$ cat config.mk
export PLATFORM = sky130hd
export DESIGN_NAME = etsr_top
export DESIGN_NICKNAME = d
export VERILOG_FILES = /design/src/logic/etsr_pkg.sv /design/src/logic/etsr_store.sv /design/src/logic/etsr_top.sv
export SDC_FILE = /design/constraint.sdc
export NUM_CORES = 1
export LEC_CHECK = 0
export BUFFER_PORTS_ARGS = -buffer_cell sky130_fd_sc_hd__buf_2
export CAP_MARGIN = 20
export CORE_MARGIN = 1
export CORE_UTILIZATION = 59
export DETAILED_ROUTE_END_ITERATION = 6
export GPL_TIMING_DRIVEN = 0
export PLACE_DENSITY = 0.83
export SYNTH_ARGS = -nofsm -noshare
export SYNTH_HDL_FRONTEND = slang
export SYNTH_HIERARCHICAL = 1
export SYNTH_SLANG_ARGS = --single-unit
$ cat constraint.sdc
create_clock -name core_clk_i -period 4.72 [get_ports core_clk_i]
set_input_delay 0.944 -clock core_clk_i [delete_from_list [all_inputs] [get_ports core_clk_i]]
set_output_delay 0.944 -clock core_clk_i [all_outputs]
set_load 0.01 [all_outputs]
$ cat src/logic/etsr_pkg.sv
// package for the edge triggered shift register block
package etsr_pkg;
  localparam int unsigned STAGES = 8;
  localparam int unsigned BYTES = 4;
  localparam int unsigned BITS_TOTAL = 32;
  localparam int unsigned SEL_W = 3;
  localparam int unsigned IDX_W = 2;
  // register map
  localparam logic [3:0] ADDR_CTRL = 4'h0;
  localparam logic [3:0] ADDR_STATUS = 4'h4;
  localparam logic [3:0] ADDR_DATA = 4'h8;
  // ctrl field positions
  localparam int unsigned CTRL_IDX_LSB = 0;
  localparam int unsigned CTRL_SEL_LSB = 4;
  localparam int unsigned CTRL_RET_BIT = 8;
  localparam int unsigned CTRL_LOCK_BIT = 9;
  localparam logic [31:0] CTRL_RESET = 32'h0000_0000;
  localparam logic [7:0] STAGES_RESET = 8'h00;

  typedef struct packed {
    logic data;
    logic trig;
    logic dir;
    logic clr;
  } etsr_in_type;

  typedef struct packed {
    logic [IDX_W-1:0] byte_idx;
    logic [SEL_W-1:0] out_sel;
    logic retain;
  } etsr_cfg_type;
endpackage

$ cat src/logic/etsr_store.sv
// small storage of the four stage bytes with registered read port
`timescale 1ns/10ps
module etsr_store #(
  parameter int unsigned DEPTH = 4,
  parameter int unsigned WIDTH = 8
) (
  input wire logic core_clk_i,
  input wire logic rst_n_i,
  input wire logic clear_i,
  input wire logic we_i,
  input wire logic [$clog2(DEPTH)-1:0] waddr_i,
  input wire logic [WIDTH-1:0] wdata_i,
  input wire logic [$clog2(DEPTH)-1:0] raddr_i,
  output logic [WIDTH-1:0] rdata_o,
  output logic [WIDTH*DEPTH-1:0] all_o
);
  logic [WIDTH-1:0] mem_reg [DEPTH];
  logic [WIDTH-1:0] mem_next [DEPTH];
  logic [WIDTH-1:0] rdata_next;

  always_comb begin
    for (int i = 0; i < DEPTH; i++) begin
      mem_next[i] = mem_reg[i];
      if (clear_i) begin
        mem_next[i] = '0;
      end else if (we_i && waddr_i == i[$clog2(DEPTH)-1:0]) begin
        mem_next[i] = wdata_i;
      end
    end
    rdata_next = mem_reg[raddr_i];
  end

  always_ff @(posedge core_clk_i or negedge rst_n_i) begin
    if (!rst_n_i) begin
      for (int i = 0; i < DEPTH; i++) begin
        mem_reg[i] <= '0;
      end
      rdata_o <= '0;
    end else begin
      for (int i = 0; i < DEPTH; i++) begin
        mem_reg[i] <= mem_next[i];
      end
      rdata_o <= rdata_next;
    end
  end

  for (genvar g = 0; g < DEPTH; g++) begin : g_flat
    assign all_o[g*WIDTH +: WIDTH] = mem_reg[g];
  end
endmodule

$ cat src/logic/etsr_top.sv
// edge triggered shift register function block with wishbone control
// Summary of operation
// - rising trigger edge samples data bit into the selected register; falling ignored
// - direction low: bit enters stage 1, stages move toward stage 8
// - direction high: bit enters stage 8, stages move toward stage 1
// - rising edge on clear input zeroes all eight stages
// - output follows one configured stage of one configured byte
// - at most 32 bits: four registers of eight stages by byte index
// - without retention, power loss clears contents; shifting restarts at entry stage
// - with retention, every stage survives power loss, never a subset
// - byte index, stage select and retention fixed once configured; the code fixes them only once CTRL_LOCK_BIT is written high
//
// Our own choices: the placing of the registers and the Wishbone interface to the registers.
`timescale 1ns/10ps
module etsr_top (
  input wire logic core_clk_i,
  input wire logic rst_n_i,
  input wire logic power_up_i,
  input wire etsr_pkg::etsr_in_type fb_in_i,
  output logic q_o,
  input wire logic wb_cyc_i,
  input wire logic wb_stb_i,
  input wire logic wb_we_i,
  input wire logic [3:0] wb_adr_i,
  input wire logic [3:0] wb_sel_i,
  input wire logic [31:0] wb_dat_i,
  output logic [31:0] wb_dat_o,
  output logic wb_ack_o
);
  etsr_pkg::etsr_cfg_type cfg_reg;
  etsr_pkg::etsr_cfg_type cfg_next;
  etsr_pkg::etsr_cfg_type wr_cfg;
  logic lock_reg;
  logic lock_next;
  logic trig_prev_reg;
  logic trig_prev_next;
  logic clr_prev_reg;
  logic clr_prev_next;
  logic ack_reg;
  logic ack_next;
  logic [31:0] dat_reg;
  logic [31:0] dat_next;
  logic q_reg;
  logic q_next;
  logic trig_rise;
  logic clr_rise;
  logic shift_we;
  logic wipe;
  logic req;
  logic rd_req;
  logic lanes_ok;
  logic ctrl_hit;
  logic wr_ok;
  logic wr_lock;
  logic [etsr_pkg::STAGES-1:0] cur_byte;
  logic [etsr_pkg::STAGES-1:0] shift_up;
  logic [etsr_pkg::STAGES-1:0] shift_down;
  logic [etsr_pkg::STAGES-1:0] shifted;
  logic [etsr_pkg::STAGES-1:0] store_wdata;
  logic [etsr_pkg::STAGES-1:0] rd_byte;
  logic [etsr_pkg::BITS_TOTAL-1:0] all_bits;
  logic [31:0] ctrl_word;

  // previous samples reset low, the idle level of both pins, so no false edge follows reset
  always_comb begin
    trig_prev_next = fb_in_i.trig;
    clr_prev_next = fb_in_i.clr;
  end

  always_ff @(posedge core_clk_i or negedge rst_n_i) begin
    if (!rst_n_i) begin
      trig_prev_reg <= 1'b0;
      clr_prev_reg <= 1'b0;
    end else begin
      trig_prev_reg <= trig_prev_next;
      clr_prev_reg <= clr_prev_next;
    end
  end

  // an edge is the present sample high against a low sample one clock earlier
  assign trig_rise = fb_in_i.trig & ~trig_prev_reg;
  assign clr_rise = fb_in_i.clr & ~clr_prev_reg;

  // the configured byte's eight stages out of the 32 stored bits
  assign cur_byte = all_bits[cfg_reg.byte_idx*etsr_pkg::STAGES +: etsr_pkg::STAGES];

  // bit 0 is stage 1, bit 7 is stage 8; each end stage takes the data bit
  for (genvar g = 0; g < etsr_pkg::STAGES; g++) begin : g_stage
    if (g == 0) begin : g_up_entry
      assign shift_up[g] = fb_in_i.data;
    end else begin : g_up_move
      assign shift_up[g] = cur_byte[g-1];
    end
    if (g == etsr_pkg::STAGES-1) begin : g_down_entry
      assign shift_down[g] = fb_in_i.data;
    end else begin : g_down_move
      assign shift_down[g] = cur_byte[g+1];
    end
  end

  always_comb begin
    if (fb_in_i.dir) begin
      shifted = shift_down;
    end else begin
      shifted = shift_up;
    end
    // a clear that meets a trigger writes zeros, so the clear wins
    if (clr_rise) begin
      store_wdata = etsr_pkg::STAGES_RESET;
    end else begin
      store_wdata = shifted;
    end
  end

  // the clear reaches only the configured byte; the other bytes stay independent
  assign shift_we = trig_rise | clr_rise;
  // power_up_i models a power return; a retentive block keeps all 32 bits, never a subset
  assign wipe = power_up_i & ~cfg_reg.retain;

  // power wipe has priority inside the store over the shift write
  etsr_store #(
    .DEPTH(etsr_pkg::BYTES),
    .WIDTH(etsr_pkg::STAGES)
  ) u_store (
    .core_clk_i(core_clk_i),
    .rst_n_i(rst_n_i),
    .clear_i(wipe),
    .we_i(shift_we),
    .waddr_i(cfg_reg.byte_idx),
    .wdata_i(store_wdata),
    .raddr_i(cfg_reg.byte_idx),
    .rdata_o(rd_byte),
    .all_o(all_bits)
  );

  // a request is taken at an edge with cyc and stb high and no ack standing
  assign req = wb_cyc_i & wb_stb_i & ~ack_reg;
  assign rd_req = req & ~wb_we_i;
  assign ctrl_hit = wb_adr_i == etsr_pkg::ADDR_CTRL;
  // a write missing either low lane is refused whole, so no setting is half applied
  assign lanes_ok = wb_sel_i[0] & wb_sel_i[1];
  // configuration is frozen once locked: it cannot change while the program runs
  assign wr_ok = req & wb_we_i & ctrl_hit & lanes_ok & ~lock_reg;

  // control word fields as written
  always_comb begin
    wr_cfg.byte_idx = wb_dat_i[etsr_pkg::CTRL_IDX_LSB +: etsr_pkg::IDX_W];
    wr_cfg.out_sel = wb_dat_i[etsr_pkg::CTRL_SEL_LSB +: etsr_pkg::SEL_W];
    wr_cfg.retain = wb_dat_i[etsr_pkg::CTRL_RET_BIT];
    wr_lock = wb_dat_i[etsr_pkg::CTRL_LOCK_BIT];
  end

  always_comb begin
    cfg_next = cfg_reg;
    lock_next = lock_reg;
    if (wr_ok) begin
      cfg_next = wr_cfg;
      lock_next = wr_lock;
    end
  end

  // lock is sticky: only reset opens the configuration again
  always_ff @(posedge core_clk_i or negedge rst_n_i) begin
    if (!rst_n_i) begin
      cfg_reg <= '0;
      lock_reg <= 1'b0;
    end else begin
      cfg_reg <= cfg_next;
      lock_reg <= lock_next;
    end
  end

  // readback image of the control word
  always_comb begin
    ctrl_word = etsr_pkg::CTRL_RESET;
    ctrl_word[etsr_pkg::CTRL_IDX_LSB +: etsr_pkg::IDX_W] = cfg_reg.byte_idx;
    ctrl_word[etsr_pkg::CTRL_SEL_LSB +: etsr_pkg::SEL_W] = cfg_reg.out_sel;
    ctrl_word[etsr_pkg::CTRL_RET_BIT] = cfg_reg.retain;
    ctrl_word[etsr_pkg::CTRL_LOCK_BIT] = lock_reg;
  end

  // reads are answered one clock after the request; the stage byte comes from the
  // store's registered port and so lags a shift by one clock
  always_comb begin
    ack_next = req;
    dat_next = dat_reg;
    if (rd_req) begin
      unique case (wb_adr_i)
        etsr_pkg::ADDR_CTRL: dat_next = ctrl_word;
        etsr_pkg::ADDR_STATUS: dat_next = {24'h000000, rd_byte};
        etsr_pkg::ADDR_DATA: dat_next = all_bits;
        default: dat_next = 32'h0000_0000;
      endcase
    end
  end

  always_ff @(posedge core_clk_i or negedge rst_n_i) begin
    if (!rst_n_i) begin
      ack_reg <= 1'b0;
      dat_reg <= etsr_pkg::CTRL_RESET;
    end else begin
      ack_reg <= ack_next;
      dat_reg <= dat_next;
    end
  end

  // q follows its stage through a flop, two clocks behind the trigger edge
  always_comb begin
    q_next = cur_byte[cfg_reg.out_sel];
  end

  always_ff @(posedge core_clk_i or negedge rst_n_i) begin
    if (!rst_n_i) begin
      q_reg <= 1'b0;
    end else begin
      q_reg <= q_next;
    end
  end

  assign q_o = q_reg;
  assign wb_ack_o = ack_reg;
  assign wb_dat_o = dat_reg;
endmodule

### Yosys cells after proc, flatten, opt, wreduce, memory -nomap -nowiden

Index checks and enable logic that the tools add are counted.

| storage, ports and cells | value |
|---|---|
| register bits after elaboration | 83 |
| input bits | 50 |
| output and inout bits | 34 |
| word-level logic and storage cells | 67 |

| operators by class | value |
|---|---|
| $lt $le $gt $ge | 2 |
| eq/ne operators | 5 |
| shifts and indexed selects | 1 |
| mux-type cells | 16 |
| bitwise operators | 19 |
| reductions and logical operators | 10 |

Operators by type and width:

| kind | count |
|---|---|
| two-way mux 8 bit | 12 |
| case mux 32 bit (3 select lines) | 1 |
| variable part select 32 x 6 -> 8 bit | 1 |
| binary-select mux 8 bit (select 2 bit) | 1 |
| AND 1 bit | 11 |
| nonzero test 2 bit | 4 |
| inverter 1 bit | 6 |
| == test 2 bit, second input constant | 2 |
| == test 4 x 3 -> 1 bit, second input constant | 1 |
| == test 4 bit, second input constant | 1 |
| logical AND 1 bit | 4 |
| logical NOT 4 bit | 1 |
| less-than comparator 3 x 4 -> 1 bit, second input constant | 1 |
| binary-select mux 1 bit (select 3 bit) | 1 |
| greater-or-equal comparator 3 bit, second input constant | 1 |
| inverter 2 -> 3 bit | 1 |
| == test 2 x 1 -> 1 bit, second input constant | 1 |
| logical NOT 2 bit | 1 |
| two-way mux 1 bit | 1 |
| OR 1 bit | 1 |

### Logic depth before layout (Yosys ltp)

Gate-level depths: netlist of the first run.

| depth | value |
|---|---|
| depth after elaboration | 6 |
| gate-level depth with buffers | 9 |
| depth with buffers taken out | 7 |

### Hierarchy

Netlist of the first run, hierarchy kept.

By module, submodules not included:

| module | times used | cells an instance | area each (um2) | seq. area each (um2) |
|---|---|---|---|---|
| etsr_top | 1 | 209 | 2272.2 | 1076.0 |
| etsr_store | 1 | 134 | 1831.8 | 1001.0 |

### Worst setup path after synthesis of the first run

OpenSTA, ideal clock, no wires.

| timing path | value |
|---|---|
| path kind | input to register |
| from | in fb_in_i[0] in the netlist's numbering |
| to | reg u_store.mem_reg, in the netlist u_store/all_o[0] |
| setup time | 0.128 ns |
| arrival | 2.110 ns |
| data required time | 4.592 ns |
| path slack | 2.482 ns |
| stages | 6 |
| path buffers | 2 |
| cell sequence | nor2b_1 clkbuf_1 a21o_1 or3b_1 buf_2 mux2i_1 |

| between the ends | value |
|---|---|
| word-level cells in the longest chain between the ends | 4 |
| elaborated cells on any way between the ends | 7 |
| those cells by class | 3 x mux; 2 x bitwise; 2 x reduce/logical |

Ends and longest elaborated chain:

| item | line | text |
|---|---|---|
| start, declared | etsr_top.sv:19 | `input wire etsr_pkg::etsr_in_type fb_in_i,` |
| AND 1 bit | etsr_top.sv:82 | `assign clr_rise = fb_in_i.clr & ~clr_prev_reg;` |
| OR 1 bit | etsr_top.sv:116 | `assign shift_we = trig_rise \| clr_rise;` |
| via shift_we | etsr_top.sv:47 | `logic shift_we;` |
| logical AND 1 bit | etsr_store.sv:26 | `end else if (we_i && waddr_i == i[$clog2(DEPTH)-1:0]) begin` |
| nonzero test 2 bit (no line) | -- |  |
| end signal, assigned by index | etsr_store.sv:41 | `mem_reg[i] <= mem_next[i];` |
| end, declared | etsr_store.sv:17 | `logic [WIDTH-1:0] mem_reg [DEPTH];` |

The timed path passes the listed nets, and every way through them passes these cells. The select of a mux whose other input is x is not followed.
A chain may end at the register's enable or synchronous reset.

### Final worst setup path of the first run

Ends and elaborated chain as after synthesis.

==> results of run 1 <==
-- cells by family after synthesis --
kind of cell | share of synthesized area [%]
multiplexers | 21.7
AND/OR/NAND/NOR | 13.5
buffers and inverters | 3.11
flip-flops | 50.6
AO/OA/AOI/OAI | 11.1
-- worst max-delay path: cells and delay by family --
kind	cells	cell delay [ps]
compound gates	1	210
buf+inv	3	640
mux	1	220
simple gates	2	470
-- metrics by stage --
stage	instances	setup slack [ps]	util [%]	total power [W]	hold WS (ps)
final	494	2490	70.0	0.00144	405
after global routing	494	2340	70.0	0.00149	401
after CTS	494	2530	70.0	0.00144	405
after detailed placement	478	2160	66.7	0.000882	462
after global placement	477	2140	66.2	0.000875	456
after floorplan	343	2480	-	0.000829	449
-- per-layer routing --
metal | GRT usage (%) | vias up | wire [um] | share of wire (%)
li1 | - | 1378 | - | -
met1 | 39.5 | 1513 | 4280 | 44
met2 | 47.6 | 93 | 4840 | 50
met3 | 5.35 | 15 | 421 | 4.3
met4 | 9.24 | 0 | 148 | 1.5
met5 | 0 | - | 0 | 0
-- placed cells by master (no fill, tap or decap), drive strengths merged, types with 3 or more instances in the layout --
| cell | instances |
|---|---|
| dfrtp | 83 |
| buf | 71 |
| mux2i | 54 |
| nand2b | 43 |
| a22o | 27 |
| nor2 | 17 |
| mux2 | 15 |
| nand2 | 15 |
| clkbuf | 15 |
| o21ai | 9 |
| a21oi | 8 |
| mux4 | 8 |
| o31ai | 5 |
| inv | 5 |
| o22ai | 4 |
| nor2b | 3 |
| nand3 | 3 |
| a22oi | 3 |
| nand3b | 3 |
| clkinv | 3 |
-- layout make-up --
| class | count | area [um^2] | share of cell area [%] |
|---|---|---|---|
| tap | 80 | 100 | 2.12 |
| sequential | 83 | 2080 | 43.9 |
| clock buffer | 9 | 124 | 2.62 |
| multi-input combinational | 234 | 1900 | 40.2 |
| inverter | 4 | 15.0 | 0.318 |
| timing repair buffer | 55 | 300 | 6.35 |
| buffer | 22 | 113 | 2.38 |
| clock inverter | 7 | 98.8 | 2.09 |
-- where the power goes --
part | internal (W) | switching, W
clock network | 0.000302 | 0.000269
registers | 0.000721 | 0.0000103
logic | 0.0000562 | 0.0000811
total | 0.00108 | 0.000360
-- cell usage after synthesis (all sizes together) --
| master | instances |
|---|---|
| dfrtp | 83 |
| mux2i | 54 |
| nand2b | 43 |
| a22o | 27 |
| nor2 | 17 |
| buf | 16 |
| mux2 | 15 |
| nand2 | 15 |
| o21ai | 9 |
| a21oi | 8 |
| mux4 | 8 |
| clkbuf | 6 |
| o31ai | 5 |
| o22ai | 4 |
| a22oi | 3 |
| inv | 3 |
| nand3 | 3 |
| nand3b | 3 |
| nor2b | 3 |
| a211oi | 2 |
| a21o | 2 |
| a31oi | 2 |
| and3b | 2 |
| nand4 | 2 |
| nor3 | 2 |
| or2 | 2 |
| clkinv | 1 |
| nand4b | 1 |
| or3 | 1 |
| or3b | 1 |
-- how the worst min path moves through the flow --
| stage | start | endpoint |
|---|---|---|
| detailed placement | wb_dat_o[8] | wb_dat_o[8] |
| global route | rst_n_i | wb_dat_o[27] |
| finish | rst_n_i | wb_dat_o[27] |
| global placement | wb_dat_o[2] | wb_dat_o[2] |
| floorplan | lock_reg | lock_reg |
| CTS | rst_n_i | wb_dat_o[27] |
==> impl_metrics.xml, run 1 <==
<?xml version="1.0" encoding="UTF-8"?>
<metrics>
  <group name="outcome">
    <metric name="outcome" unit="">finished, final reports clean</metric>
  </group>
  <group name="yosys">
    <metric name="synth_cell_type_count" unit="">36</metric>
    <metric name="synth.top_cell.area_share" unit="%">50.6</metric>
    <metric name="yosys_warnings" unit="">6</metric>
    <metric name="synth.top_cells.by_area" unit="">sky130_fd_sc_hd__dfrtp_1 51%, sky130_fd_sc_hd__mux2i_1 13%, sky130_fd_sc_hd__nand2b_1 6.6%</metric>
    <metric name="postSynthCellCount" unit="">343</metric>
    <metric name="netlist.top_cell.by_area" unit="">sky130_fd_sc_hd__dfrtp_1</metric>
    <metric name="yosysSeqAreaShare" unit="%">50.6</metric>
    <metric name="synth_area" unit="um^2">4100</metric>
    <metric name="syn_avg_cell_area" unit="um^2">12.0</metric>
    <metric name="synth.net_count" unit="">393</metric>
    <metric name="ys_seq_elements" unit="">83</metric>
  </group>
  <group name="clock_network">
    <metric name="clk_transition_reported_paths" unit="ps">90</metric>
    <metric name="cts.htree.levels" unit="">3</metric>
    <metric name="post-cts-setup-buffer-count" unit="">0</metric>
    <metric name="cts.root.buffer_cell" unit="">sky130_fd_sc_hd__clkbuf_8</metric>
    <metric name="cts_tree" unit="">built</metric>
    <metric name="cts.sink_count" unit="">83</metric>
    <metric name="cts_resized" unit="">0</metric>
    <metric name="worstSkewPairLatency" unit="ps">360</metric>
    <metric name="clock_path_buffers" unit="">2</metric>
    <metric name="cts_made_buffers" unit="">9</metric>
    <metric name="hold_buffers" unit="">0</metric>
  </group>
  <group name="setup_path">
    <metric name="cp-start-kind" unit="">input port</metric>
    <metric name="timing.critical_path.from" unit="">fb_in_i[0]</metric>
    <metric name="crit_path_cell_trace" unit="">buf_2 &gt; nor2b_1 &gt; clkbuf_1 &gt; a21o_1 &gt; or3b_1 &gt; buf_2 &gt; mux2i_1</metric>
    <metric name="crit_path_end" unit="">u_store/all_o[0]</metric>
    <metric name="reg2reg_depth" unit="">9</metric>
    <metric name="critical_path.reg2reg.endpoint" unit="">u_store/all_o[18]</metric>
    <metric name="rr_startpoint" unit="">cfg_reg[4]</metric>
    <metric name="worst-r2r-setup-slack" unit="ps">2540</metric>
    <metric name="timing.critical_path.to_type" unit="">flop</metric>
    <metric name="worst-endpoint-arrival" unit="ps">2500</metric>
    <metric name="path_max_fanout" unit="">9</metric>
    <metric name="criticalPathCategory" unit="">input port to flop</metric>
    <metric name="worst_path_max_delay_cell" unit="">sky130_fd_sc_hd__or3b_1</metric>
    <metric name="worstPathRequired" unit="ps">4990</metric>
    <metric name="critical_path.most_common_cell" unit="">sky130_fd_sc_hd__buf_2</metric>
    <metric name="cp_slowest_stage_delay" unit="ps">350</metric>
  </group>
  <group name="run">
    <metric name="number_of_max_cap_violations" unit="">0</metric>
  </group>
  <group name="placed_design">
    <metric name="buffer_ports.inserted" unit="">54</metric>
    <metric name="routabilityCongestion" unit="">0.974</metric>
    <metric name="dpl-instance-area" unit="um^2">4500</metric>
    <metric name="dpl.hpwl" unit="um">7080</metric>
  </group>
  <group name="layout">
    <metric name="area_growth" unit="%">15.2</metric>
    <metric name="layout.filler_cells" unit="">506</metric>
    <metric name="final_area" unit="um^2">4730</metric>
    <metric name="drive_gt1_share" unit="%">27.5</metric>
    <metric name="antennaDiodeCount" unit="">0</metric>
    <metric name="nets" unit="">459</metric>
  </group>
  <group name="die">
    <metric name="std_cell_rows" unit="">30</metric>
    <metric name="io-pin-count" unit="">84</metric>
    <metric name="initial_utilization" unit="%">60.7</metric>
    <metric name="die_area" unit="um^2">7290</metric>
    <metric name="core_area" unit="um^2">6760</metric>
    <metric name="die_height" unit="um">85.4</metric>
    <metric name="die_x" unit="um">85.4</metric>
  </group>
  <group name="detailed_routing">
    <metric name="detail_route.wirelength" unit="um">9690</metric>
    <metric name="post-route-drc-count" unit="">0</metric>
    <metric name="vias" unit="">2999</metric>
    <metric name="vias_per_instance" unit="">6.07</metric>
    <metric name="drtIter0Drc" unit="">234</metric>
    <metric name="firstDrtPassIters" unit="">5</metric>
    <metric name="routed_wire_per_std_cell" unit="um">19.6</metric>
    <metric name="antenna_left" unit="">0</metric>
  </group>
  <group name="timing">
    <metric name="timing_hold_violations_final" unit="">0</metric>
    <metric name="finalMaxSlewViolations" unit="">0</metric>
    <metric name="final.setup_skew" unit="ps">13.0</metric>
    <metric name="fmax" unit="MHz">449</metric>
    <metric name="worstMarginPinSlew" unit="ps">604</metric>
    <metric name="final_count_of_negative_setup_slack_endpoints" unit="">0</metric>
    <metric name="fin_tns_setup" unit="ps">0</metric>
    <metric name="period_share" unit="%">47.2</metric>
    <metric name="timing.slew.headroom" unit="%">59.6</metric>
    <metric name="rsz0062_at_grt" unit="">no</metric>
    <metric name="timing.final.crit_period" unit="ps">2230</metric>
  </group>
  <group name="grt">
    <metric name="grt_first_pass_wirelength" unit="um">15900</metric>
    <metric name="gr-usage-all-layers" unit="%">29.0</metric>
    <metric name="residual_overflow_from_global_routing" unit="">0</metric>
    <metric name="grt_start_max_net_pins" unit="">74</metric>
    <metric name="number_of_global_route_vias_before_repair" unit="">3056</metric>
    <metric name="antenna_found_initial" unit="">0</metric>
  </group>
  <group name="hold_path">
    <metric name="hold_path.class" unit="">input port to async pin</metric>
  </group>
  <group name="power_and_ir_drop">
    <metric name="leakage_power_summed_over_all_cells" unit="nW">2.41</metric>
    <metric name="p_per_area" unit="nW/um^2">304</metric>
    <metric name="ir_worst_vdd" unit="mV">0.155</metric>
  </group>
</metrics>
Note: power is estimated with default switching activity, not from simulation.
==> inputs of run 2 (changes only) <==
--- a/config.mk
+++ b/config.mk
@@ -8,10 +8,10 @@
 export BUFFER_PORTS_ARGS = -buffer_cell sky130_fd_sc_hd__buf_2
 export CAP_MARGIN = 20
 export CORE_MARGIN = 1
-export CORE_UTILIZATION = 59
+export CORE_UTILIZATION = 55
 export DETAILED_ROUTE_END_ITERATION = 6
 export GPL_TIMING_DRIVEN = 0
-export PLACE_DENSITY = 0.83
+export PLACE_DENSITY = 0.78
 export SYNTH_ARGS = -nofsm -noshare
 export SYNTH_HDL_FRONTEND = slang
 export SYNTH_HIERARCHICAL = 1
==> constraint.sdc (replaced) <==
create_clock -name core_clk_i -period 2.2 [get_ports core_clk_i]
set_input_delay 0.44 -clock core_clk_i [delete_from_list [all_inputs] [get_ports core_clk_i]]
set_output_delay 0.44 -clock core_clk_i [all_outputs]
set_load 0.01 [all_outputs]
==> run 2 against run 1 <==
Against the previous run:
- hold slack worse by 400 ps
- global-route usage is 2.0 points lower
- largest cell class unchanged
- largest power group unchanged
- utilization is 3.8 points lower
- first-iteration DRC count is 2.6% higher
- via count is 0.73% higher
- sequential power is 110% higher
==> impl_metrics.xml, run 2 (synthesis results as in run 1) <==
<?xml version="1.0" encoding="UTF-8"?>
<metrics>
  <group name="outcome">
    <metric name="outcome" unit="">finished, final reports clean</metric>
  </group>
  <group name="detailed_routing">
    <metric name="detail_route.wirelength" unit="um">9670</metric>
    <metric name="drtIter0Drc" unit="">240</metric>
    <metric name="antenna_left" unit="">0</metric>
    <metric name="post-route-drc-count" unit="">0</metric>
    <metric name="vias_per_instance" unit="">5.87</metric>
    <metric name="firstDrtPassIters" unit="">5</metric>
    <metric name="routed_wire_per_std_cell" unit="um">18.8</metric>
    <metric name="vias" unit="">3021</metric>
  </group>
  <group name="setup_path">
    <metric name="rr_startpoint" unit="">cfg_reg[4]</metric>
    <metric name="cp-start-kind" unit="">flop</metric>
    <metric name="worst-r2r-setup-slack" unit="ps">150</metric>
    <metric name="worstPathRequired" unit="ps">2430</metric>
    <metric name="critical_path.n_buffers_inverters" unit="">2</metric>
    <metric name="worst_path_max_delay_cell" unit="">sky130_fd_sc_hd__dfrtp_2</metric>
    <metric name="path_max_fanout" unit="">10</metric>
    <metric name="timing.critical_path.to_type" unit="">flop</metric>
    <metric name="criticalPathCategory" unit="">flop to flop</metric>
    <metric name="cp_top_delay_family" unit="">multiplexers</metric>
    <metric name="crit_path_cell_trace" unit="">clkbuf_4 &gt; buf_4 &gt; mux2_2 &gt; nor2_1 &gt; a21oi_1 &gt; mux2i_1 &gt; nor2_1 &gt; nand2b_1 &gt; mux2i_1</metric>
    <metric name="reg2reg_depth" unit="">9</metric>
    <metric name="worst-endpoint-arrival" unit="ps">2280</metric>
    <metric name="critical_path.reg2reg.endpoint" unit="">u_store/all_o[20]</metric>
    <metric name="cp_slowest_stage_delay" unit="ps">390</metric>
  </group>
  <group name="placed_design">
    <metric name="buffer_ports.inserted" unit="">54</metric>
    <metric name="dpl.hpwl" unit="um">7040</metric>
    <metric name="routabilityCongestion" unit="">0.865</metric>
  </group>
  <group name="die">
    <metric name="core_area" unit="um^2">7210</metric>
    <metric name="die_area" unit="um^2">7810</metric>
    <metric name="die_height" unit="um">88.4</metric>
    <metric name="std_cell_rows" unit="">31</metric>
    <metric name="io-pin-count" unit="">84</metric>
    <metric name="die_x" unit="um">88.4</metric>
    <metric name="initial_utilization" unit="%">56.9</metric>
  </group>
  <group name="timing">
    <metric name="period_share" unit="%">93.1</metric>
    <metric name="final.setup_skew" unit="ps">11.7</metric>
    <metric name="worstMarginPinSlew" unit="ps">599</metric>
    <metric name="final_count_of_negative_setup_slack_endpoints" unit="">0</metric>
    <metric name="rsz0062_at_grt" unit="">no</metric>
    <metric name="fmax" unit="MHz">488</metric>
    <metric name="finalMaxSlewViolations" unit="">0</metric>
    <metric name="timing_hold_violations_final" unit="">0</metric>
    <metric name="timing.slew.headroom" unit="%">59.9</metric>
    <metric name="timing.final.crit_period" unit="ps">2050</metric>
  </group>
  <group name="layout">
    <metric name="area_growth" unit="%">16.3</metric>
    <metric name="nets" unit="">461</metric>
    <metric name="utilization" unit="%">66.2</metric>
    <metric name="final_common_cell" unit="">sky130_fd_sc_hd__dfrtp_1</metric>
    <metric name="drive_gt1_share" unit="%">28.1</metric>
    <metric name="layout_common_cells" unit="">81 x sky130_fd_sc_hd__dfrtp_1, 61 x sky130_fd_sc_hd__buf_2, 54 x sky130_fd_sc_hd__mux2i_1, 43 x sky130_fd_sc_hd__nand2b_1, 27 x sky130_fd_sc_hd__a22o_1</metric>
    <metric name="antennaDiodeCount" unit="">0</metric>
  </group>
  <group name="clock_network">
    <metric name="clk_transition_reported_paths" unit="ps">90</metric>
    <metric name="cts.sink_count" unit="">83</metric>
    <metric name="worstSkewPairLatency" unit="ps">370</metric>
    <metric name="cts_made_buffers" unit="">9</metric>
    <metric name="cts_tree" unit="">built</metric>
    <metric name="clock_path_buffers" unit="">2</metric>
    <metric name="cts.htree.levels" unit="">3</metric>
    <metric name="hold_buffers" unit="">0</metric>
    <metric name="cts.root.buffer_cell" unit="">sky130_fd_sc_hd__clkbuf_8</metric>
  </group>
  <group name="power_and_ir_drop">
    <metric name="leakage_power_summed_over_all_cells" unit="nW">2.41</metric>
    <metric name="ir_worst_vdd" unit="mV">0.475</metric>
    <metric name="p_per_area" unit="nW/um^2">651</metric>
    <metric name="post-layout-total-power" unit="W">0.00311</metric>
  </group>
  <group name="grt">
    <metric name="grt_first_pass_wirelength" unit="um">15400</metric>
    <metric name="gr-usage-all-layers" unit="%">27.0</metric>
    <metric name="grt_start_max_net_pins" unit="">51</metric>
    <metric name="antenna_found_initial" unit="">0</metric>
    <metric name="residual_overflow_from_global_routing" unit="">0</metric>
    <metric name="number_of_global_route_vias_before_repair" unit="">2946</metric>
  </group>
  <group name="hold_path">
    <metric name="hold_path.class" unit="">input port to async pin</metric>
  </group>
  <group name="run">
    <metric name="number_of_max_cap_violations" unit="">0</metric>
  </group>
</metrics>
==> run 2: changes by cell type in the layout (fill, tap and decap cells not counted), sizes merged <==
cell      before  now
clkbuf        15   18
inv            5    4
buf           71   72
clkinv         3    1
clkinvlp       1    2
==> run 2: worst max path at each step <==
| stage | from | to | cells after the start | slack, ps |
|---|---|---|---|---|
| 3_5_place_dp | cfg_reg[4] | u_store/all_o[12] | 9 | -3 |
| 5_1_grt | cfg_reg[4] | u_store/all_o[20] | 9 | 6 |
| 3_3_place_gp | cfg_reg[4] | u_store/all_o[26] | 9 | 4 |
| 2_1_floorplan | cfg_reg[4] | u_store/all_o[26] | 9 | 400 |
| 6_report | cfg_reg[4] | u_store/all_o[20] | 9 | 150 |
| 4_1_cts | cfg_reg[4] | u_store/all_o[20] | 9 | 40 |
==> run 2: layout make-up <==
class / instances / area (um^2)
clock buffer: 11 / 141
inverter: 4 / 15.0
clock inverter: 5 / 83.8
fill: 581 / 2440
sequential: 83 / 2080
tap: 99 / 124
timing repair buffer: 57 / 315
buffer: 22 / 115
multi-input combinational: 234 / 1900
==> run 2: timing repair <==
action | in CTS | in global routing
buffers inserted | 0 | 2
gates resized for setup | 1 | 2
gates cloned | 0 | 0
setup endpoints to repair | 8 | 8
==> run 2: stage by stage <==
step	cells	setup slack (ps)	hold slack, ps	cell area, um^2	setup TNS, ps
after floorplan	343	405	144	4100	0
after global placement	496	3.73	456	4500	0
after detailed placement	497	-3.06	418	4530	-8.46
after CTS	513	38.0	22.1	4750	0
after global routing	515	5.96	41.7	4770	0
final	515	151	6.97	4770	0
==> run 2: layer usage <==
layer	wire length (um)	global-route usage, %	up-vias
li1	-	-	1383
met1	4310	37.5	1514
met2	4730	42.1	101
met3	372	4.29	23
met4	258	12.3	0
met5	0	0	-
==> run 2: power breakdown <==
group | switching (W) | internal, W
sequential | 0.0000227 | 0.00155
clock | 0.000566 | 0.000675
combinational | 0.000175 | 0.000123
==> inputs of run 3 (changes only) <==
--- a/config.mk
+++ b/config.mk
@@ -11,7 +11,8 @@
 export CORE_UTILIZATION = 55
 export DETAILED_ROUTE_END_ITERATION = 6
 export GPL_TIMING_DRIVEN = 0
-export PLACE_DENSITY = 0.78
+export PLACE_DENSITY = 0.8
+export SLEW_MARGIN = 20
 export SYNTH_ARGS = -nofsm -noshare
 export SYNTH_HDL_FRONTEND = slang
 export SYNTH_HIERARCHICAL = 1
==> run 3 against run 2 <==
Against the previous run:
- register-to-register slack about the same
- via count fell by 1.3%
- largest cell class unchanged
- first-iteration DRC count is 18% lower
- utilization shrank 0.36 points
- sequential share of layout area up 0.21 points
- flip-flop and latch count stayed put
- non-clock buffer count is 2 lower
- critical path type unchanged
- hold slack better by 32 ps
- die area unchanged
- combinational power fell by 2%
- routed wire length shrank 1.7%
==> impl_metrics.xml, run 3 (synthesis results as in run 1) <==
<?xml version="1.0" encoding="UTF-8"?>
<metrics>
  <group name="die">
    <metric name="die_area" unit="um^2">7810</metric>
    <metric name="initial_utilization" unit="%">56.9</metric>
    <metric name="std_cell_rows" unit="">31</metric>
    <metric name="io-pin-count" unit="">84</metric>
    <metric name="die_x" unit="um">88.4</metric>
    <metric name="die_height" unit="um">88.4</metric>
    <metric name="core_area" unit="um^2">7210</metric>
  </group>
  <group name="timing">
    <metric name="final.setup_skew" unit="ps">14.7</metric>
    <metric name="smallest_hold_slack" unit="ps">39.4</metric>
    <metric name="timing_hold_violations_final" unit="">0</metric>
    <metric name="rsz0062_at_grt" unit="">no</metric>
    <metric name="timing.slew.headroom" unit="%">60.8</metric>
    <metric name="period_share" unit="%">93.7</metric>
    <metric name="fin_tns_setup" unit="ps">0</metric>
    <metric name="timing.final.crit_period" unit="ps">2060</metric>
    <metric name="finalMaxSlewViolations" unit="">0</metric>
    <metric name="worstMarginPinSlew" unit="ps">587</metric>
    <metric name="final_count_of_negative_setup_slack_endpoints" unit="">0</metric>
    <metric name="fmax" unit="MHz">485</metric>
    <metric name="timing.final.ws_setup" unit="ps">138</metric>
  </group>
  <group name="detailed_routing">
    <metric name="firstDrtPassIters" unit="">4</metric>
    <metric name="routed_wire_per_std_cell" unit="um">18.6</metric>
    <metric name="vias" unit="">2981</metric>
    <metric name="drtIter0Drc" unit="">198</metric>
    <metric name="antenna_left" unit="">0</metric>
    <metric name="detail_route.wirelength" unit="um">9510</metric>
    <metric name="vias_per_instance" unit="">5.82</metric>
    <metric name="post-route-drc-count" unit="">0</metric>
  </group>
  <group name="layout">
    <metric name="layout_common_cells" unit="">82 x sky130_fd_sc_hd__dfrtp_1, 61 x sky130_fd_sc_hd__buf_2, 54 x sky130_fd_sc_hd__mux2i_1, 43 x sky130_fd_sc_hd__nand2b_1, 27 x sky130_fd_sc_hd__a22o_1</metric>
    <metric name="final_area" unit="um^2">4750</metric>
    <metric name="final_common_cell" unit="">sky130_fd_sc_hd__dfrtp_1</metric>
    <metric name="area_growth" unit="%">15.7</metric>
    <metric name="nets" unit="">459</metric>
    <metric name="layout.filler_cells" unit="">592</metric>
    <metric name="utilization" unit="%">65.8</metric>
    <metric name="drive_gt1_share" unit="%">27.6</metric>
    <metric name="antennaDiodeCount" unit="">0</metric>
  </group>
  <group name="setup_path">
    <metric name="rr_startpoint" unit="">cfg_reg[4]</metric>
    <metric name="criticalPathCategory" unit="">flop to flop</metric>
    <metric name="cp-start-kind" unit="">flop</metric>
    <metric name="reg2reg_depth" unit="">9</metric>
    <metric name="critical_path.n_buffers_inverters" unit="">2</metric>
    <metric name="timing.critical_path.depth" unit="">9</metric>
    <metric name="worst-endpoint-arrival" unit="ps">2270</metric>
    <metric name="crit_path_cell_trace" unit="">clkbuf_4 &gt; buf_4 &gt; mux2_2 &gt; nor2_1 &gt; a21oi_1 &gt; mux2i_1 &gt; nor2_1 &gt; nand2b_1 &gt; mux2i_1</metric>
    <metric name="timing.critical_path.to_type" unit="">flop</metric>
    <metric name="critical_path.reg2reg.endpoint" unit="">u_store/all_o[26]</metric>
    <metric name="cp_top_delay_family" unit="">multiplexers</metric>
    <metric name="worstPathRequired" unit="ps">2410</metric>
    <metric name="worst_path_max_delay_cell" unit="">sky130_fd_sc_hd__dfrtp_2</metric>
    <metric name="worst-r2r-setup-slack" unit="ps">140</metric>
    <metric name="path_max_fanout" unit="">10</metric>
    <metric name="cp_slowest_stage_delay" unit="ps">430</metric>
  </group>
  <group name="run">
    <metric name="number_of_max_cap_violations" unit="">0</metric>
  </group>
  <group name="placed_design">
    <metric name="dpl.hpwl" unit="um">7160</metric>
    <metric name="dpl-instance-area" unit="um^2">4520</metric>
    <metric name="preCtsSetupSlack" unit="ps">75.0</metric>
    <metric name="routabilityCongestion" unit="">0.973</metric>
    <metric name="buffer_ports.inserted" unit="">54</metric>
  </group>
  <group name="grt">
    <metric name="residual_overflow_from_global_routing" unit="">0</metric>
    <metric name="number_of_global_route_vias_before_repair" unit="">2853</metric>
    <metric name="antenna_found_initial" unit="">0</metric>
    <metric name="grt_start_max_net_pins" unit="">46</metric>
    <metric name="gr-usage-all-layers" unit="%">26.8</metric>
    <metric name="grt_first_pass_wirelength" unit="um">15200</metric>
  </group>
  <group name="clock_network">
    <metric name="cts.root.buffer_cell" unit="">sky130_fd_sc_hd__clkbuf_8</metric>
    <metric name="cts.htree.levels" unit="">3</metric>
    <metric name="cts_tree" unit="">built</metric>
    <metric name="cts.sink_count" unit="">83</metric>
    <metric name="clock_path_buffers" unit="">2</metric>
    <metric name="cts_made_buffers" unit="">9</metric>
    <metric name="clk_transition_reported_paths" unit="ps">90</metric>
    <metric name="hold_buffers" unit="">0</metric>
    <metric name="worstSkewPairLatency" unit="ps">360</metric>
  </group>
  <group name="power_and_ir_drop">
    <metric name="ir_worst_vdd" unit="mV">0.376</metric>
    <metric name="leakage_power_summed_over_all_cells" unit="nW">2.40</metric>
    <metric name="p_per_area" unit="nW/um^2">649</metric>
  </group>
  <group name="hold_path">
    <metric name="hold_path.class" unit="">input port to async pin</metric>
  </group>
  <group name="outcome">
    <metric name="outcome" unit="">finished, final reports clean</metric>
  </group>
</metrics>
## run 3: cell count changes in the layout (fill, tap and decap cells not counted), sizes merged
| cell | delta |
|---|---|
| buf | -2 |
| clkbuf | -1 |
| clkinv | +1 |
| clkinvlp | -1 |
## run 3: cell type report
type	instances	area, um^2	share of cell area [%]
well taps	99	124	2.61
repair buffers	55	293	6.17
plain buffers	22	115	2.42
flip-flops and latches	83	2080	43.8
clock buffers	10	138	2.90
multi-input cells	234	1900	40.0
clock inverters	5	85.1	1.79
inverters	4	15.0	0.316
## run 3: through the flow
step / cells / power (W)
after floorplan: 343 / 0.00178
after global placement: 496 / 0.00188
after detailed placement: 497 / 0.00189
after CTS: 512 / 0.00309
after global routing: 512 / 0.00320
final: 512 / 0.00308
## run 3: timing repair
item	in CTS	in global routing
hold endpoints to repair	0	0
setup endpoints to repair	0	20
setup buffers	0	0
resized for setup	0	2
## run 3: worst max-delay path by stage
stage,slack (ps),end,startpoint
floorplan,400,u_store/all_o[26],cfg_reg[4]
CTS,70,u_store/all_o[26],cfg_reg[4]
finish,140,u_store/all_o[26],cfg_reg[4]
global placement,100,cfg_reg[5],rst_n_i
global route,9,u_store/all_o[26],cfg_reg[4]
detailed placement,80,u_store/all_o[26],cfg_reg[4]
## run 3: metal layers
metal	up-vias	wire length, um	GRT usage, %
li1	1376	-	-
met1	1506	4210	37.3
met2	81	4710	42.4
met3	18	391	5.50
met4	0	195	8.50
met5	-	0	0
## run 3: power breakdown
part           switching [W]  internal, W
Clock               0.000549     0.000670
Sequential         0.0000227      0.00155
Combinational       0.000172     0.000119
Total               0.000744      0.00234
